**config.mk**
```make
export PLATFORM = sky130hd
export DESIGN_NAME = usart_baud_and_receiver
export DESIGN_NICKNAME = d
export VERILOG_FILES = /design/src/usart_rx_pkg.sv /design/src/usart_baud_and_receiver.sv /design/src/usart_baud_gen.sv
export SDC_FILE = /design/constraint.sdc
export NUM_CORES = 1
export LEC_CHECK = 0
export BUFFER_PORTS_ARGS = -buffer_cell sky130_fd_sc_hd__buf_2
export CAP_MARGIN = 20
export CORE_UTILIZATION = 50
export DETAILED_ROUTE_END_ITERATION = 7
export PLACE_DENSITY = 0.7
export SLEW_MARGIN = 10
export SYNTH_ARGS = -nofsm -noshare
export SYNTH_HDL_FRONTEND = slang
export SYNTH_SLANG_ARGS = --single-unit
```
**constraint.sdc**
```tcl
create_clock -name clock -period 5.76 [get_ports clock]
set_input_delay 1.728 -clock clock [delete_from_list [all_inputs] [get_ports clock]]
set_output_delay 1.728 -clock clock [all_outputs]
set_load 0.02 [all_outputs]
```
**src/usart_rx_pkg.sv**
```systemverilog
package usart_rx_pkg;
    // mode register layout
    localparam int MODE_SYNC_BIT = 7;
    localparam int MODE_CLKS_LSB = 4;
    // length field sits below the clock select, clear of the sync bit
    localparam int MODE_LEN_LSB = 2;
    localparam int MODE_PAR_BIT = 8;
    localparam int MODE_CLK_OUT_BIT = 18;
    localparam int MODE_NINE_BIT = 17;
    // register offsets, byte addresses
    localparam logic [7:0] OFS_MODE = 8'h00;
    localparam logic [7:0] OFS_BAUD_DIV = 8'h04;
    localparam logic [7:0] OFS_STATUS = 8'h08;
    localparam logic [7:0] OFS_RX_HOLD = 8'h0C;
    // reset values
    localparam logic [31:0] MODE_RESET = 32'h0000_0000;
    localparam logic [15:0] BAUD_DIV_RESET = 16'h0000;
    // status bit positions
    localparam int STAT_READY_BIT = 0;
    localparam int STAT_OVERRUN_BIT = 5;
    // receiver timing in sampling-clock cycles, then the master clock prescale count
    localparam logic [4:0] START_MIN_LOW = 5'h07;
    localparam logic [4:0] FIRST_SAMPLE = 5'h18;
    localparam logic [4:0] BIT_SPACING = 5'h10;
    localparam logic [2:0] MASTER_PRESCALE = 3'h7;
    // clock source select codes
    typedef enum logic [1:0] {
        SRC_MASTER = 2'h0,
        SRC_MASTER_DIV8 = 2'h1,
        SRC_EXT_A = 2'h2,
        SRC_EXT_B = 2'h3
    } clk_src_t;
    typedef enum logic [1:0] {
        RX_HUNT = 2'h0,
        RX_START = 2'h1,
        RX_BITS = 2'h3
    } rx_state_t;
endpackage
```
**src/usart_baud_and_receiver.sv**
```systemverilog
`timescale 1ns/1ns
// Notes on behaviour
// - source is serial clock pin, master clock, or master clock over eight.
// - upper select bit set makes the serial clock pin an input.
// - internal source with clock output enable drives baud clock on pin.
// - internal source without clock output enable frees the serial clock pin for general use.
// - one baud clock feeds receiver and transmitter alike.
// - async bit rate is source over sixteen times divisor.
// - divisor zero stops the baud clock, except with sync external source.
// - sync internal rate is source over divisor, no sixteen.
// - sync external takes pin clock directly, divisor ignored.
// - mode bit 7 low is asynchronous, high synchronous.
// - async start needs low longer than 7 sampling cycles.
// - first async sample 24 sampling cycles after start edge.
// - later async samples every 16 sampling cycles.
// - sync receiver samples on rising baud edge; low while idle starts.
// - sync receiver takes data, parity, stop, then hunts again.
// - five to nine data bits by configuration.
// - finished character loads holding register, sets ready, or overrun.
module usart_baud_and_receiver (
    input wire logic clock,
    input wire logic rst_n,
    input wire logic clk_en,
    input wire logic wb_cyc_i,
    input wire logic wb_stb_i,
    input wire logic wb_we_i,
    input wire logic [7:0] wb_adr_i,
    input wire logic [3:0] wb_sel_i,
    input wire logic [31:0] wb_dat_i,
    output logic [31:0] wb_dat_o,
    output logic wb_ack_o,
    input wire logic sck_i,
    output logic sck_o,
    output logic sck_oe,
    output logic sck_pin_free,
    input wire logic rxd_i,
    output logic baud_clk_tx
);
    typedef struct packed {
        logic [31:0] mode;
        logic [15:0] div;
        logic [8:0] hold;
        logic ready;
        logic overrun;
        logic ack;
        logic [31:0] rdata;
        logic [1:0] rxd_s;
        logic [1:0] sck_s;
        usart_rx_pkg::rx_state_t st;
        logic [4:0] sub;
        logic [3:0] nbits;
        logic [10:0] shreg;
        logic bclk_prev;
    } state_t;
    state_t s_q, s_d;
    logic tick;
    logic baud_clk;
    logic sync_mode;
    logic ext_src;
    logic par_en;
    logic [3:0] data_bits;
    logic [3:0] frame_bits;
    logic sample_now;
    logic rx_bit;
    logic rx_done;
    logic [8:0] rx_data;
    logic req;
    logic rd_hold;

    // character length: 5..8 from field, 9 when the nine-bit flag set
    function automatic logic [3:0] char_len(input logic [31:0] m);
        if (m[usart_rx_pkg::MODE_NINE_BIT]) begin
            char_len = 4'h9;
        end else begin
            char_len = 4'h5 + {2'h0, m[usart_rx_pkg::MODE_LEN_LSB +: 2]};
        end
    endfunction

    // byte-lane merge for register writes
    function automatic logic [31:0] merge(input logic [31:0] old, input logic [31:0] nw,
                                          input logic [3:0] sel);
        for (int i = 0; i < 4; i++) begin
            merge[i*8 +: 8] = sel[i] ? nw[i*8 +: 8] : old[i*8 +: 8];
        end
    endfunction

    assign sync_mode = s_q.mode[usart_rx_pkg::MODE_SYNC_BIT];
    assign ext_src = s_q.mode[usart_rx_pkg::MODE_CLKS_LSB + 1];
    assign par_en = s_q.mode[usart_rx_pkg::MODE_PAR_BIT];
    assign data_bits = char_len(s_q.mode);
    // data + parity + stop
    assign frame_bits = data_bits + {3'h0, par_en} + 4'h1;
    assign req = wb_cyc_i & wb_stb_i & ~s_q.ack;
    assign rd_hold = req & ~wb_we_i & (wb_adr_i == usart_rx_pkg::OFS_RX_HOLD);

    usart_baud_gen u_baud (
        .clock(clock),
        .rst_n(rst_n),
        .clk_en(clk_en),
        .clock_source_select(s_q.mode[usart_rx_pkg::MODE_CLKS_LSB +: 2]),
        .clock_divisor(s_q.div),
        .sync_mode(sync_mode),
        .sck_sync(s_q.sck_s[1]),
        .baud_clk(baud_clk),
        .tick(tick)
    );

    // receive path: shared baud clock also leaves for the transmitter
    always_comb begin
        s_d = s_q;
        sample_now = 1'b0;
        rx_done = 1'b0;
        rx_bit = s_q.rxd_s[1];
        rx_data = 9'h000;
        s_d.rxd_s = {s_q.rxd_s[0], rxd_i};
        s_d.sck_s = {s_q.sck_s[0], sck_i};
        s_d.bclk_prev = baud_clk;
        s_d.ack = req;
        if (tick) begin
            case (s_q.st)
                usart_rx_pkg::RX_HUNT: begin
                    if (!rx_bit) begin
                        s_d.nbits = 4'h0;
                        if (sync_mode) begin
                            s_d.st = usart_rx_pkg::RX_BITS;
                        end else begin
                            s_d.sub = 5'h01;
                            s_d.st = usart_rx_pkg::RX_START;
                        end
                    end
                end
                usart_rx_pkg::RX_START: begin
                    if (rx_bit) begin
                        s_d.st = usart_rx_pkg::RX_HUNT;
                    end else if (s_q.sub == usart_rx_pkg::START_MIN_LOW) begin
                        s_d.sub = s_q.sub + 5'h01;
                        s_d.st = usart_rx_pkg::RX_BITS;
                    end else begin
                        s_d.sub = s_q.sub + 5'h01;
                    end
                end
                usart_rx_pkg::RX_BITS: begin
                    if (sync_mode) begin
                        sample_now = 1'b1;
                    end else if (s_q.sub == usart_rx_pkg::FIRST_SAMPLE) begin
                        sample_now = 1'b1;
                        s_d.sub = usart_rx_pkg::FIRST_SAMPLE - usart_rx_pkg::BIT_SPACING + 5'h01;
                    end else begin
                        s_d.sub = s_q.sub + 5'h01;
                    end
                    if (sample_now) begin
                        s_d.shreg = {rx_bit, s_q.shreg[10:1]};
                        s_d.nbits = s_q.nbits + 4'h1;
                        if (s_q.nbits + 4'h1 == frame_bits) begin
                            rx_done = 1'b1;
                            s_d.st = usart_rx_pkg::RX_HUNT;
                        end
                    end
                end
                default: s_d.st = usart_rx_pkg::RX_HUNT;
            endcase
        end
        // align collected frame: shreg holds frame_bits at the top
        rx_data = 9'(({rx_bit, s_q.shreg[10:1]} >> (5'd11 - {1'b0, frame_bits}))
                  & ((11'h001 << data_bits) - 11'h001));
        // bus registers
        if (req && wb_we_i) begin
            case (wb_adr_i)
                usart_rx_pkg::OFS_MODE: s_d.mode = merge(s_q.mode, wb_dat_i, wb_sel_i);
                usart_rx_pkg::OFS_BAUD_DIV: s_d.div = 16'(merge({16'h0000, s_q.div},
                                                             wb_dat_i, wb_sel_i));
                default: ;
            endcase
        end
        // read data is taken only with a request, so it holds while idle
        if (req) begin
            case (wb_adr_i)
                usart_rx_pkg::OFS_MODE: s_d.rdata = s_q.mode;
                usart_rx_pkg::OFS_BAUD_DIV: s_d.rdata = {16'h0000, s_q.div};
                usart_rx_pkg::OFS_STATUS: begin
                    s_d.rdata = 32'h0000_0000;
                    s_d.rdata[usart_rx_pkg::STAT_READY_BIT] = s_q.ready;
                    s_d.rdata[usart_rx_pkg::STAT_OVERRUN_BIT] = s_q.overrun;
                end
                usart_rx_pkg::OFS_RX_HOLD: s_d.rdata = {23'h000000, s_q.hold};
                default: s_d.rdata = 32'h0000_0000;
            endcase
        end
        // reading status clears overrun; holding read clears ready; new char wins
        if (req && !wb_we_i && wb_adr_i == usart_rx_pkg::OFS_STATUS) begin
            s_d.overrun = 1'b0;
        end
        if (rd_hold) begin
            s_d.ready = 1'b0;
        end
        if (rx_done) begin
            s_d.hold = rx_data;
            s_d.ready = 1'b1;
            if (s_q.ready && !rd_hold) begin
                s_d.overrun = 1'b1;
            end
        end
    end

    always_ff @(posedge clock or negedge rst_n) begin
        if (!rst_n) begin
            s_q <= '0;
            s_q.mode <= usart_rx_pkg::MODE_RESET;
            s_q.div <= usart_rx_pkg::BAUD_DIV_RESET;
            s_q.rxd_s <= 2'h3;
            s_q.st <= usart_rx_pkg::RX_HUNT;
        end else if (clk_en) begin
            s_q <= s_d;
        end
    end

    assign wb_ack_o = s_q.ack;
    assign wb_dat_o = s_q.rdata;
    // pin direction follows the source select and clock output enable
    assign sck_oe = ~ext_src & s_q.mode[usart_rx_pkg::MODE_CLK_OUT_BIT];
    assign sck_o = baud_clk;
    assign sck_pin_free = ~ext_src & ~s_q.mode[usart_rx_pkg::MODE_CLK_OUT_BIT];
    assign baud_clk_tx = baud_clk;
endmodule

```
**src/usart_baud_gen.sv**
```systemverilog
`timescale 1ns/1ns
module usart_baud_gen (
    input wire logic clock,
    input wire logic rst_n,
    input wire logic clk_en,
    input wire logic [1:0] clock_source_select,
    input wire logic [15:0] clock_divisor,
    input wire logic sync_mode,
    input wire logic sck_sync,
    output logic baud_clk,
    output logic tick
);
    typedef struct packed {
        logic [2:0] pre;
        logic [15:0] cnt;
        logic [3:0] ph;
        logic bclk;
        logic sck_prev;
        logic tick;
    } state_t;
    state_t s_q, s_d;
    logic src_en;
    logic ext;

    // one master-clock-wide enable from the selected source
    always_comb begin
        s_d = s_q;
        ext = clock_source_select[1];
        s_d.pre = s_q.pre + 3'h1;
        s_d.sck_prev = sck_sync;
        s_d.tick = 1'b0;
        case (clock_source_select)
            2'h0: src_en = 1'b1;
            2'h1: src_en = (s_q.pre == usart_rx_pkg::MASTER_PRESCALE);
            default: src_en = sck_sync & ~s_q.sck_prev;
        endcase
        if (ext && sync_mode) begin
            // pin drives the bit clock directly, divisor unused
            s_d.bclk = sck_sync;
            s_d.tick = sck_sync & ~s_q.sck_prev;
            s_d.cnt = 16'h0000;
        end else if (clock_divisor == 16'h0000) begin
            s_d.cnt = 16'h0000;
            s_d.bclk = 1'b0;
        end else if (src_en) begin
            // async: tick is the 16x sampling clock, bclk toggles per 8 ticks
            if (s_q.cnt + 16'h0001 >= clock_divisor) begin
                s_d.cnt = 16'h0000;
                s_d.tick = 1'b1;
                s_d.ph = s_q.ph + 4'h1;
                s_d.bclk = sync_mode ? 1'b1 : s_d.ph[3];
            end else begin
                s_d.cnt = s_q.cnt + 16'h0001;
            end
        end
        // sync internal: drop halfway, also between slow source pulses
        // limitation: divisor 1 on the master clock leaves the level high
        if (sync_mode && !ext && !s_d.tick && (s_d.cnt >= (clock_divisor >> 1))) begin
            s_d.bclk = 1'b0;
        end
    end

    always_ff @(posedge clock or negedge rst_n) begin
        if (!rst_n) begin
            s_q <= '0;
        end else if (clk_en) begin
            s_q <= s_d;
        end
    end

    assign tick = s_q.tick;
    assign baud_clk = s_q.bclk;
endmodule

```
* After elaboration in Yosys (flattened, before gate mapping)
Index checks and enable logic that the tools add are counted.
Cells by class: $add $sub $neg 10, $lt $le $gt $ge 2, eq/ne operators 17, shift-type cells 2, mux-type cells 42, bitwise gates (word level) 15, reductions and logical operators 36
Operator list (number):
- one-hot mux 32 bit (4 select lines) | 1
- two-way mux 16 bit | 3
- AND reduction 4 bit | 7
- two-way mux 5 bit | 5
- two-way mux 21 bit | 1
- two-way mux 1 bit | 19
- adder 16 x 1 -> 16 bit (second input constant) | 1
- equality test 8 x 4 -> 1 bit (second input constant) | 2
- greater-or-equal comparator 16 x 15 -> 1 bit | 1
- greater-or-equal comparator 16 bit | 1
- logical NOT 16 bit | 1
- two-way mux 15 bit | 1
- one-hot mux 5 bit (3 select lines) | 1
- adder 4 x 1 -> 4 bit (second input constant) | 3
- two-way mux 2 bit | 6
- two-way mux 11 bit | 1
- >> shifter 11 x 5 -> 9 bit | 1
- inequality test 2 bit (second input constant) | 5
- AND reduction 5 bit | 2
- AND 9 bit | 1
- << shifter 1 x 4 -> 9 bit (first input constant) | 1
- subtractor 9 x 1 -> 9 bit (second input constant) | 1
- equality test 8 x 3 -> 1 bit (second input constant) | 1
- logical AND 1 bit | 8
- 29 further kinds | 50
Storage, ports and cells: bits in registers 144, input port bits 52, output and inout bits 37, logic and storage cells 147

* Logic depth before layout (Yosys ltp)
Gate-level depths: netlist of run 1.
depth in word-level cells 11, gate-level depth with buffers 24, depth with buffers taken out 22

* By module
A second synthesis of run 1 with hierarchy kept.
Second synthesis, totals: cells, all modules 799, area, all modules 8574.5 um2
Modules (own cells, without submodules):
- usart_baud_and_receiver | instances 1, cells each 486, area an instance 5879.4 um2, seq. area each 2930.3 um2
- usart_baud_gen | instances 1, cells each 313, area an instance 2695.1 um2, seq. area each 650.6 um2

* Worst setup path after synthesis of run 1
Ideal clock, no wire load.
path kind flip-flop to flip-flop, start reg u_baud.s_q[7] (netlist name), end reg u_baud.s_q, in the netlist u_baud.baud_clk, library setup time 0.125 ns, arrival time 4.653 ns, setup slack 0.983 ns, cell stages (with the launch flop) 23, buffers on the path 2, period minus slack after synthesis 4.777 ns, cells stage by stage dfrtp_1 ha_1 nand2_1 nor2_2 nand3_1 nor3_1 xor2_1 ha_1 and4_1 nand4_1 a2111oi_1 a211o_4 a21o_1 buf_6 clkbuf_1 nor2_1 ha_1 a2111o_1 o221ai_1 a21oi_1 nor3_1 o32ai_1 mux2_2
RTL lines:
- start: declaration | RTL line usart_baud_gen.sv:21 | state_t s_q, s_d;
- start signal: assignment | RTL line usart_baud_gen.sv:65 | s_q <= '0;
- start signal: assignment | RTL line usart_baud_gen.sv:67 | s_q <= s_d;

==> results.py, run 1 <==
metrics = {
    "grt": {
        "grt_pass1_wl_um": 28900,
        "grt_util_met3_pct": 4.64,
        "grt-ovfl-total": 0,
        "gr-usage-met2_pct": 34.0,
        "busiest_layer": "met2",
        "grt_use_total_pct": 22.2,
        "grt_pass1_vias": 5568,
        "grt_antenna_before_repair": 0,
        "grt_max_degree": 74,
        "met1_usage_pct": 31.1,
    },
    "critical_path": {
        "rrSetupSlack_ps": 570,
        "cp-end-kind": "flip-flop",
        "ff2ff_path_depth": 21,
        "rr_startpoint": "u_baud.s_q[7]$_DFFE_PN0P_",
        "worstSetupStartpoint": "u_baud.s_q[7]$_DFFE_PN0P_",
        "crit_path_start_kind": "flip-flop",
        "r2r_end": "u_baud.baud_clk$_DFFE_PN0P_",
        "crit_path_end": "u_baud.baud_clk$_DFFE_PN0P_",
        "arrival_ps": 5510,
        "path_class": "flip-flop to flip-flop",
        "cp.required_ps": 6070,
        "worstPathMaxFanout": 13,
    },
    "timing": {
        "finalCriticalPeriod_ps": 5190,
        "fin_tns_setup_ps": 0,
        "fin_skew_ps": 9.58,
        "tightest_slew_ps": 997,
        "rsz0062_at_grt": "false",
        "max_freq_ghz": 0.193,
        "maxSlewHeadroom_pct": 33.3,
        "final_hold_viol_count": 0,
        "worst_slack_ps": 566,
        "period_share_pct": 90.2,
        "setup_viol": 0,
        "drv_slew": 0,
    },
    "route": {
        "wirelength_um": 17800,
        "drtIter0Drc": 426,
        "vias": 6103,
        "avgViaCountPerCell": 5.55,
        "firstDrtPassIters": 5,
        "wl_per_cell_um": 16.2,
        "final_antenna_net_count": 0,
        "drc": 0,
    },
    "floorplanning": {
        "dieHeight_um": 131,
        "die_w_um": 131,
        "core_mm2": 0.0160,
        "ios": 89,
        "rows": 46,
        "initial_core_util_pct": 51.7,
        "die-area_mm2": 0.0170,
    },
    "synthesis": {
        "synth-seq-area-share_pct": 43.3,
        "synth_edf_count": 0,
        "ys_warn_count": 0,
        "syn-cell-area_mm2": 0.00827,
        "synth_cell_types": 65,
        "synth_top_area_share_pct": 42.7,
        "async_reset_ff_share_pct": 100,
        "synth-seq-cells": 143,
        "syn_inst": 829,
        "yosys-top-cells-area": "dfrtp_1, mux2_2, ha_1",
        "synthFlopType": "dfrtp_1",
        "syn_avg_cell_area_um2": 9.97,
        "synth_top_area_cell": "dfrtp_1",
    },
    "place": {
        "portBuffers": 88,
        "gp_congestion": 0.896,
        "hpwl_um": 13200,
        "dp.cells": 1067,
        "place_ws_ps": 605,
    },
    "worst_hold_path": {
        "holdCritPathClass": "flip-flop to flip-flop",
    },
    "clock_network": {
        "cts_made_buffers": 17,
        "cts_root_buffer": "clkbuf_16",
        "cts_resized": 0,
        "postCtsHoldBufs": 0,
        "clock_sinks": 143,
        "htreeDepth": 4,
        "cts_tree": "done",
        "cts_setup_buffers": 0,
        "cts.path.max_buffers": 2,
        "insertion_delay_ps": 430,
        "clk_pin_slew_ps": 70,
    },
    "power": {
        "leakagePower_nw": 4.49,
        "vdd_ir_drop_max_v": 0.000225,
        "power_density_mw_per_mm2": 255,
    },
    "layout": {
        "areaGrowthSynthToFinish_pct": 11.8,
        "fin_util_pct": 57.7,
        "antennaDiodeCount": 0,
        "final_nets": 965,
        "fin_cells": 1099,
        "drive_gt1_share_pct": 23.8,
    },
    "status": {
        "status": "finished clean",
    },
    "job": {
        "maxCapViolCount": 0,
    },
}
## flip-flops by register name, indices dropped and copies added (netlist names)
signal           count
ext_src              1
par_en               1
rx_bit               1
s_d                  2
s_q                 79
u_baud.baud_clk      1
u_baud.s_q          24
u_baud.tick          1
wb_ack_o             1
wb_dat_o            32
## per-layer routing
metal  part of all wire [%]  vias to the layer above
li1                       -                     2994
met1                     48                     2911
met2                     45                      174
met3                    6.0                       24
met4                    1.7                        0
met5                      0                        -
## worst min path at each step
| stage | depth (start not counted) | from | slack, ps | to |
|---|---|---|---|---|
| final | 1 | u_baud.s_q[5]$_DFFE_PN0P_ | 470 | u_baud.s_q[5]$_DFFE_PN0P_ |
| after global routing | 2 | wb_dat_o[8]$_DFFE_PN0P_ | 490 | wb_dat_o[8]$_DFFE_PN0P_ |
| after CTS | 1 | u_baud.s_q[5]$_DFFE_PN0P_ | 480 | u_baud.s_q[5]$_DFFE_PN0P_ |
| after detailed placement | 1 | u_baud.s_q[5]$_DFFE_PN0P_ | 460 | u_baud.s_q[5]$_DFFE_PN0P_ |
| after global placement | 2 | wb_dat_o[14]$_DFFE_PN0P_ | 460 | wb_dat_o[14]$_DFFE_PN0P_ |
| after floorplan | 2 | s_q[62]$_DFFE_PN0P_ | 440 | s_q[62]$_DFFE_PN0P_ |
## worst max-delay path, stage by stage (launching register included)
cell and delay, ps:
dfrtp_1 450, ha_1 300, nand2_1 90, nor2_2 250, nand3_1 220, nor3_1 280
xor2_1 100, ha_1 300, and4_1 250, nand4_1 110, a2111oi_1 430, a211o_4 230
a21o_1 390, nor2_1 120, ha_1 310, nand4_1 130, nor2_1 130, o221ai_1 110
a21oi_1 160, nor3_1 60, o32ai_1 290, mux2_2 360
## final cells by class
type	count	area, µm²
Clock buffer	17	425
Clock inverter	15	186
Fill cell	1406	6760
Inverter	31	116
Multi-Input combinational cell	581	4150
Sequential cell	143	3580
Tap cell	216	270
Timing Repair Buffer	96	507
## cells in the final DEF, fill, tap and decap left out, drive strengths merged, types with 8 or more instances in the layout
master    n
a21o     14
a21oi    30
a22o     25
buf      96
clkbuf   17
dfrtp   141
ha       43
inv      40
mux2     64
mux2i    17
nand2   111
nand3    23
nand4     8
nor2     46
nor3     10
nor4     11
o21ai    54
xnor2    26
xor2     15
## logic make-up (layout without fill, tap and decap cells)
family / count (synthesis) / count (layout) / synth area share [%]
AO/OA/AOI/OAI: 167 / 167 / 13.8
XOR/XNOR: 41 / 41 / 4.34
adder cells (fa/ha/maj): 43 / 43 / 6.51
buffers and inverters: 106 / 159 / 6.54
flip-flops: 143 / 143 / 43.3
multiplexers: 84 / 84 / 11.6
other: 1 / 2 / 0.0454
AND/OR/NAND/NOR: 244 / 244 / 13.9
## synth_stat cells, drive strengths merged (7+ instances only)
library cell and n:
xor2 15, nand3 23, buf 48, clkbuf 27
nor3 10, dfrtp 141, mux2i 17, mux2 64
nor4 11, a22oi 7, xnor2 26, a21o 14
nand2 111, nor2 46, nand4 8, ha 43
o21ai 54, a22o 25, inv 31, a21oi 30
or2 7
## through the flow
| stage | instance area [µm²] | power [mW] | hold slack, ps |
|---|---|---|---|
| after detailed placement | 8630 | 1.25 | 463 |
| after CTS | 9240 | 2.38 | 477 |
| after floorplan | 8270 | 1.18 | 443 |
| after global routing | 9240 | 2.46 | 488 |
| final | 9240 | 2.36 | 472 |
| after global placement | 8630 | 1.25 | 458 |
## report_power, final
part | total, mW | internal (mW) | leakage, nW | switching [mW]
Clock | 1.13 | 0.625 | 0.297 | 0.500
Combinational | 0.162 | 0.0693 | 2.22 | 0.0922
Sequential | 1.07 | 1.04 | 1.97 | 0.0329
Total | 2.36 | 1.73 | 4.49 | 0.626
Note: power is estimated with default switching activity, not from simulation.
==> run 2: changes to the inputs <==
clock period = 6.12 ns   (was 5.76 ns; I/O delays follow)
==> run 2 against run 1 <==
Net effect:
- cell count is 0.18% lower
- largest cell class unchanged
- clock power shrank 12%
- final area shrank 0.35%
- critical path depth unchanged
- critical endpoint unchanged
- total power down 8.5%
- setup slack gained 220 ps
- global-route usage is 0.12 points lower
- sequential power shrank 6%
- wire length is 0.32% lower
- core utilization down 0.20 points
- clock skew hardly changed
- maximum frequency down 2.6%
==> results.py, run 2 (synthesis results as in run 1) <==
metrics = {
    "route": {
        "final_antenna_net_count": 0,
        "firstDrtPassIters": 7,
        "drc": 0,
        "wirelength_um": 17800,
        "wl_per_cell_um": 16.2,
        "vias": 6187,
        "drtIter0Drc": 545,
        "avgViaCountPerCell": 5.64,
    },
    "worst_hold_path": {
        "min_path_cells": 1,
        "hold_start": "u_baud.s_q[5]$_DFFE_PN0P_",
        "hold_end": "u_baud.s_q[5]$_DFFE_PN0P_",
        "holdCritPathClass": "flip-flop to flip-flop",
    },
    "layout": {
        "largest_reg_flops": 79,
        "layout_commonest_cell": "dfrtp_1",
        "drive_gt1_share_pct": 23.6,
        "areaGrowthSynthToFinish_pct": 11.4,
        "antennaDiodeCount": 0,
        "fin_area_mm2": 0.00921,
        "fin_util_pct": 57.5,
        "top_register": "s_q",
        "fin_cells": 1097,
        "final_nets": 963,
        "final_cell_mix": "dfrtp_1, nand2_1, buf_2, mux2_2, o21ai_0",
    },
    "clock_network": {
        "cts.path.max_buffers": 2,
        "postCtsHoldBufs": 0,
        "cts_setup_buffers": 0,
        "cts_tree": "done",
        "cts_root_buffer": "clkbuf_16",
        "insertion_delay_ps": 430,
        "clock_sinks": 143,
        "htreeDepth": 4,
        "cts_resized": 0,
        "clk_pin_slew_ps": 60,
        "cts_made_buffers": 17,
    },
    "critical_path": {
        "cp.required_ps": 6430,
        "rr_startpoint": "u_baud.s_q[7]$_DFFE_PN0P_",
        "ff2ff_path_depth": 21,
        "worstPathMaxFanout": 18,
        "critPathSlowestCell": "a21o_1",
        "crit_path_start_kind": "flip-flop",
        "crit_top_cell": "ha_1",
        "arrival_ps": 5650,
        "r2r_end": "u_baud.baud_clk$_DFFE_PN0P_",
        "cp-end-kind": "flip-flop",
        "worstSetupStartpoint": "u_baud.s_q[7]$_DFFE_PN0P_",
        "path_class": "flip-flop to flip-flop",
        "worstPathCellList": "ha_1 -> nand2_1 -> nor2_2 -> nand3_1 -> nor3_1 -> xor2_1 -> ha_1 -> and4_1 -> nand4_1 -> a2111oi_1 -> a211o_4 -> a21o_1 -> a21oi_1 -> ha_1 -> nand4_1 -> nor2_1 -> o221ai_1 -> a21oi_1 -> nor3_1 -> o32ai_1 -> mux2_2",
        "rrSetupSlack_ps": 790,
        "max_stage_delay_ps": 550,
    },
    "grt": {
        "grt_antenna_before_repair": 0,
        "grt-ovfl-total": 0,
        "gr-usage-met2_pct": 33.9,
        "busiest_layer": "met2",
        "grt_max_degree": 115,
        "grt_use_total_pct": 22.0,
        "grt_util_met3_pct": 4.28,
        "met1_usage_pct": 31.1,
        "grt_pass1_vias": 5670,
        "grt_pass1_wl_um": 28900,
    },
    "timing": {
        "tightest_slew_ps": 988,
        "fin_skew_ps": 9.63,
        "setup_viol": 0,
        "maxSlewHeadroom_pct": 33.6,
        "whs_ps": 470,
        "max_freq_ghz": 0.187,
        "rsz0062_at_grt": "false",
        "final_hold_viol_count": 0,
        "fin_tns_setup_ps": 0,
        "drv_slew": 0,
        "period_share_pct": 87.2,
        "finalCriticalPeriod_ps": 5330,
    },
    "floorplanning": {
        "die_w_um": 131,
        "die-area_mm2": 0.0170,
        "ios": 89,
        "core_mm2": 0.0160,
        "initial_core_util_pct": 51.7,
        "dieHeight_um": 131,
        "rows": 46,
    },
    "place": {
        "hpwl_um": 12900,
        "postPlaceCellArea_mm2": 0.00861,
        "dp.cells": 1064,
        "portBuffers": 88,
        "gp_congestion": 0.906,
    },
    "status": {
        "status": "finished clean",
    },
    "power": {
        "leakagePower_nw": 4.46,
        "vdd_ir_drop_max_v": 0.000206,
        "power_density_mw_per_mm2": 234,
    },
    "job": {
        "maxCapViolCount": 0,
    },
}
-- run 2: cell count changes in the layout (fill, tap and decap cells not counted), sizes merged --
cell / before / now
clkinv: 4 / 5
bufinv: 1 / 0
buf: 96 / 94
inv: 40 / 38
clkinvlp: 1 / 3
-- run 2: worst max path at each step --
stage,to,depth (start not counted),slack [ps]
6_report,u_baud.baud_clk$_DFFE_PN0P_,21,790
4_1_cts,u_baud.baud_clk$_DFFE_PN0P_,22,870
5_1_grt,u_baud.baud_clk$_DFFE_PN0P_,21,390
2_1_floorplan,u_baud.baud_clk$_DFFE_PN0P_,22,1340
3_5_place_dp,u_baud.baud_clk$_DFFE_PN0P_,22,900
3_3_place_gp,u_baud.baud_clk$_DFFE_PN0P_,22,1030
-- run 2: critical path: cells and delay by family (launching register included) --
family,cells,cell delay (ps)
AND/OR/NAND/NOR,9,1450
adder cells (fa/ha/maj),3,930
XOR/XNOR,1,100
multiplexers,1,370
AO/OA/AOI/OAI,7,1900
flip-flops,1,450
-- run 2: metrics by stage --
step                setup WS (ps)  power, mW
detailed placement            899       1.18
global placement             1030       1.17
finish                        785       2.16
global route                  390       2.25
CTS                           870       2.17
floorplan                    1340       1.11
-- run 2: cell type report --
cell class                 count  area [µm²]
clock buffer                  17         425
clock inverter                15         149
fill                        1410        6790
inverter                      31         116
multi-input combinational    581        4150
sequential                   143        3580
tap                          216         270
timing repair buffer          94         512
-- run 2: where the power goes --
group	total, mW	internal, mW	switching [mW]	leakage (nW)
Sequential	1.01	0.979	0.0314	1.97
Combinational	0.153	0.0666	0.0867	2.22
Clock	0.995	0.539	0.456	0.274
Total	2.16	1.58	0.574	4.46
-- run 2: layer usage --
| metal | vias up | share of wire [%] | wire length [µm] |
|---|---|---|---|
| met5 | - | 0 | 0 |
| met3 | 16 | 5.3 | 934 |
| li1 | 3005 | - | - |
| met2 | 166 | 45 | 8070 |
| met1 | 3000 | 48 | 8500 |
| met4 | 0 | 1.5 | 272 |
==> run 3: changes to the inputs <==
BUFFER_PORTS_ARGS = -buffer_cell sky130_fd_sc_hd__buf_4   (was -buffer_cell sky130_fd_sc_hd__buf_2)
PLACE_DENSITY = 0.72   (was 0.7)
clock period = 4.8 ns   (was 6.12 ns; I/O delays follow)
==> run 3 against run 2 <==
Net effect:
- die area stayed put
- wire length is 5.0% higher
- largest power group unchanged
- critical endpoint unchanged
- sequential power is 28% higher
- total power is 28% higher
- combinational power is 37% higher
- register-to-register slack worse by 560 ps
- clock power is 28% higher
- setup slack worse by 560 ps
- core utilization is 2.3 points higher
- sequential share of layout area is 1.5 points lower
- critical path type unchanged
==> results.py, run 3 (synthesis results as in run 1) <==
metrics = {
    "status": {
        "status": "finished clean",
    },
    "layout": {
        "top_register": "s_q",
        "antennaDiodeCount": 0,
        "drive_gt1_share_pct": 25.8,
        "final_cell_mix": "dfrtp_1, nand2_1, buf_4, mux2_2, o21ai_0",
        "final_nets": 978,
        "areaGrowthSynthToFinish_pct": 15.8,
        "fin_util_pct": 59.8,
        "layout_commonest_cell": "dfrtp_1",
        "largest_reg_flops": 79,
    },
    "timing": {
        "finalCriticalPeriod_ps": 4580,
        "max_freq_ghz": 0.219,
        "maxSlewHeadroom_pct": 39.8,
        "final_hold_viol_count": 0,
        "drv_slew": 0,
        "whs_ps": 475,
        "fin_skew_ps": 6.42,
        "tightest_slew_ps": 894,
        "period_share_pct": 95.3,
        "setup_viol": 0,
    },
    "floorplanning": {
        "ios": 89,
        "core_mm2": 0.0160,
        "die-area_mm2": 0.0170,
        "dieHeight_um": 131,
        "initial_core_util_pct": 51.7,
        "rows": 46,
        "die_w_um": 131,
    },
    "grt": {
        "grt_pass1_wl_um": 30500,
        "gr-usage-met2_pct": 36.9,
        "grt_use_total_pct": 23.2,
        "grt_util_met3_pct": 4.28,
        "grt-ovfl-total": 0,
        "met1_usage_pct": 31.3,
        "grt_antenna_before_repair": 0,
        "busiest_layer": "met2",
        "grt_pass1_vias": 5948,
        "grt_max_degree": 86,
    },
    "route": {
        "wl_per_cell_um": 16.8,
        "firstDrtPassIters": 5,
        "vias": 6209,
        "avgViaCountPerCell": 5.58,
        "final_antenna_net_count": 0,
        "drc": 0,
        "drtIter0Drc": 368,
        "wirelength_um": 18700,
    },
    "power": {
        "vdd_ir_drop_max_v": 0.000267,
        "power_density_mw_per_mm2": 289,
        "netSwitchingPower_mw": 0.732,
        "p_int_mw": 2.03,
        "switching_share_pct": 26.5,
        "combPwrFrac_pct": 7.6,
        "leakagePower_nw": 4.58,
        "power_frac_clock_pct": 45.9,
        "power_mw": 2.76,
        "seqPwrFrac_pct": 46.6,
    },
    "clock_network": {
        "htreeDepth": 4,
        "postCtsHoldBufs": 0,
        "cts_tree": "done",
        "cts_made_buffers": 17,
        "cts_root_buffer": "clkbuf_16",
        "clock_sinks": 143,
        "cts.path.max_buffers": 2,
        "clk_pin_slew_ps": 60,
        "insertion_delay_ps": 430,
    },
    "critical_path": {
        "crit_path_start_kind": "flip-flop",
        "worstPathMaxFanout": 8,
        "path_buf_inv": 1,
        "crit_family": "compound AO/OA/AOI/OAI gates",
        "worstSetupStartpoint": "u_baud.s_q[8]$_DFFE_PN0P_",
        "critPathSlowestCell": "dfrtp_1",
        "worstPathCellList": "ha_2 -> nand2_1 -> nor2_2 -> and3_4 -> nand2_1 -> nor2_1 -> xnor2_1 -> ha_1 -> and4_1 -> a31oi_1 -> o21ai_0 -> a211o_4 -> buf_4 -> a21oi_4 -> nand2_1 -> ha_1 -> nor2_1 -> a21oi_1 -> o221ai_1 -> a21oi_1 -> nor3_1 -> o32ai_1 -> mux2_2",
        "cp.required_ps": 5110,
        "cp-end-kind": "flip-flop",
        "arrival_ps": 4890,
        "rr_startpoint": "u_baud.s_q[8]$_DFFE_PN0P_",
        "max_stage_delay_ps": 400,
        "crit_top_cell": "nand2_1",
        "path_class": "flip-flop to flip-flop",
    },
    "place": {
        "gp_congestion": 0.898,
        "portBuffers": 88,
        "hpwl_um": 13700,
    },
    "worst_hold_path": {
        "holdCritPathClass": "flip-flop to flip-flop",
        "hold_start": "u_baud.s_q[5]$_DFFE_PN0P_",
    },
    "job": {
        "maxCapViolCount": 0,
    },
}
run 3: metal layers:
| metal | vias to the layer above | share of wire [%] | routed length [µm] |
|---|---|---|---|
| met3 | 32 | 4.7 | 874 |
| met2 | 160 | 46 | 8570 |
| li1 | 3014 | - | - |
| met1 | 3003 | 47 | 8790 |
| met5 | - | 0 | 0 |
| met4 | 0 | 2.3 | 425 |
run 3: worst paths after layout:
check / endpoint / slack, ps / cells past startpoint
max in group asynchronous: u_baud.s_q[17]$_DFFE_PN0P_ / 2960 / 2
max reg2reg: u_baud.baud_clk$_DFFE_PN0P_ / 220 / 23
min in group asynchronous: s_q[110]$_DFFE_PN0P_ / 1050 / 1
min reg2reg: u_baud.s_q[5]$_DFFE_PN0P_ / 480 / 1
min: u_baud.s_q[5]$_DFFE_PN0P_ / 480 / 1
max: u_baud.baud_clk$_DFFE_PN0P_ / 220 / 23
run 3: layout make-up:
| cell class | instances | area (µm²) |
|---|---|---|
| multi-input cells | 581 | 4200 |
| flip-flops and latches | 143 | 3580 |
| repair buffers | 109 | 835 |
| clock inverters | 15 | 144 |
| inverters | 31 | 116 |
| well taps | 216 | 270 |
| fillers | 1345 | 6430 |
| clock buffers | 17 | 425 |
run 3: through the flow:
| stage | TNS [ps] | std cells | area (µm²) | setup slack, ps |
|---|---|---|---|---|
| 6_report | 0 | 1112 | 9570 | 224 |
| 5_1_grt | -27.1 | 1112 | 9570 | -27.1 |
| 4_1_cts | 0 | 1112 | 9530 | 78.0 |
| 3_5_place_dp | -42.3 | 1080 | 8960 | -42.3 |
| 3_3_place_gp | 0 | 1080 | 8960 | 127 |
| 2_1_floorplan | 0 | 830 | 8270 | 22.8 |
run 3: worst reg2reg max path, cell delays in order, from the launching register on:
cell	delay (ps)
dfrtp_1	400
ha_2	250
nand2_1	80
nor2_2	190
and3_4	230
nand2_1	60
nor2_1	160
xnor2_1	140
ha_1	250
and4_1	230
a31oi_1	170
o21ai_0	120
a211o_4	290
buf_4	180
a21oi_4	170
nand2_1	70
ha_1	280
nor2_1	40
a21oi_1	130
o221ai_1	150
a21oi_1	190
nor3_1	70
o32ai_1	280
mux2_2	360
run 3: timing repair:
item                                    in CTS  in global routing
pin swaps                                    0                  2
endpoints found under the setup margin       1                  1
buffers inserted                             0                  0
resized for setup                            1                 10
run 3: power by group through the flow:
stage	Combinational, mW	Sequential [mW]	Clock, mW
finish	0.210	1.29	1.27
global route	0.243	1.29	1.34
CTS	0.211	1.29	1.29
detailed placement	0.210	1.31	0
global placement	0.204	1.31	0
floorplan	0.125	1.30	0
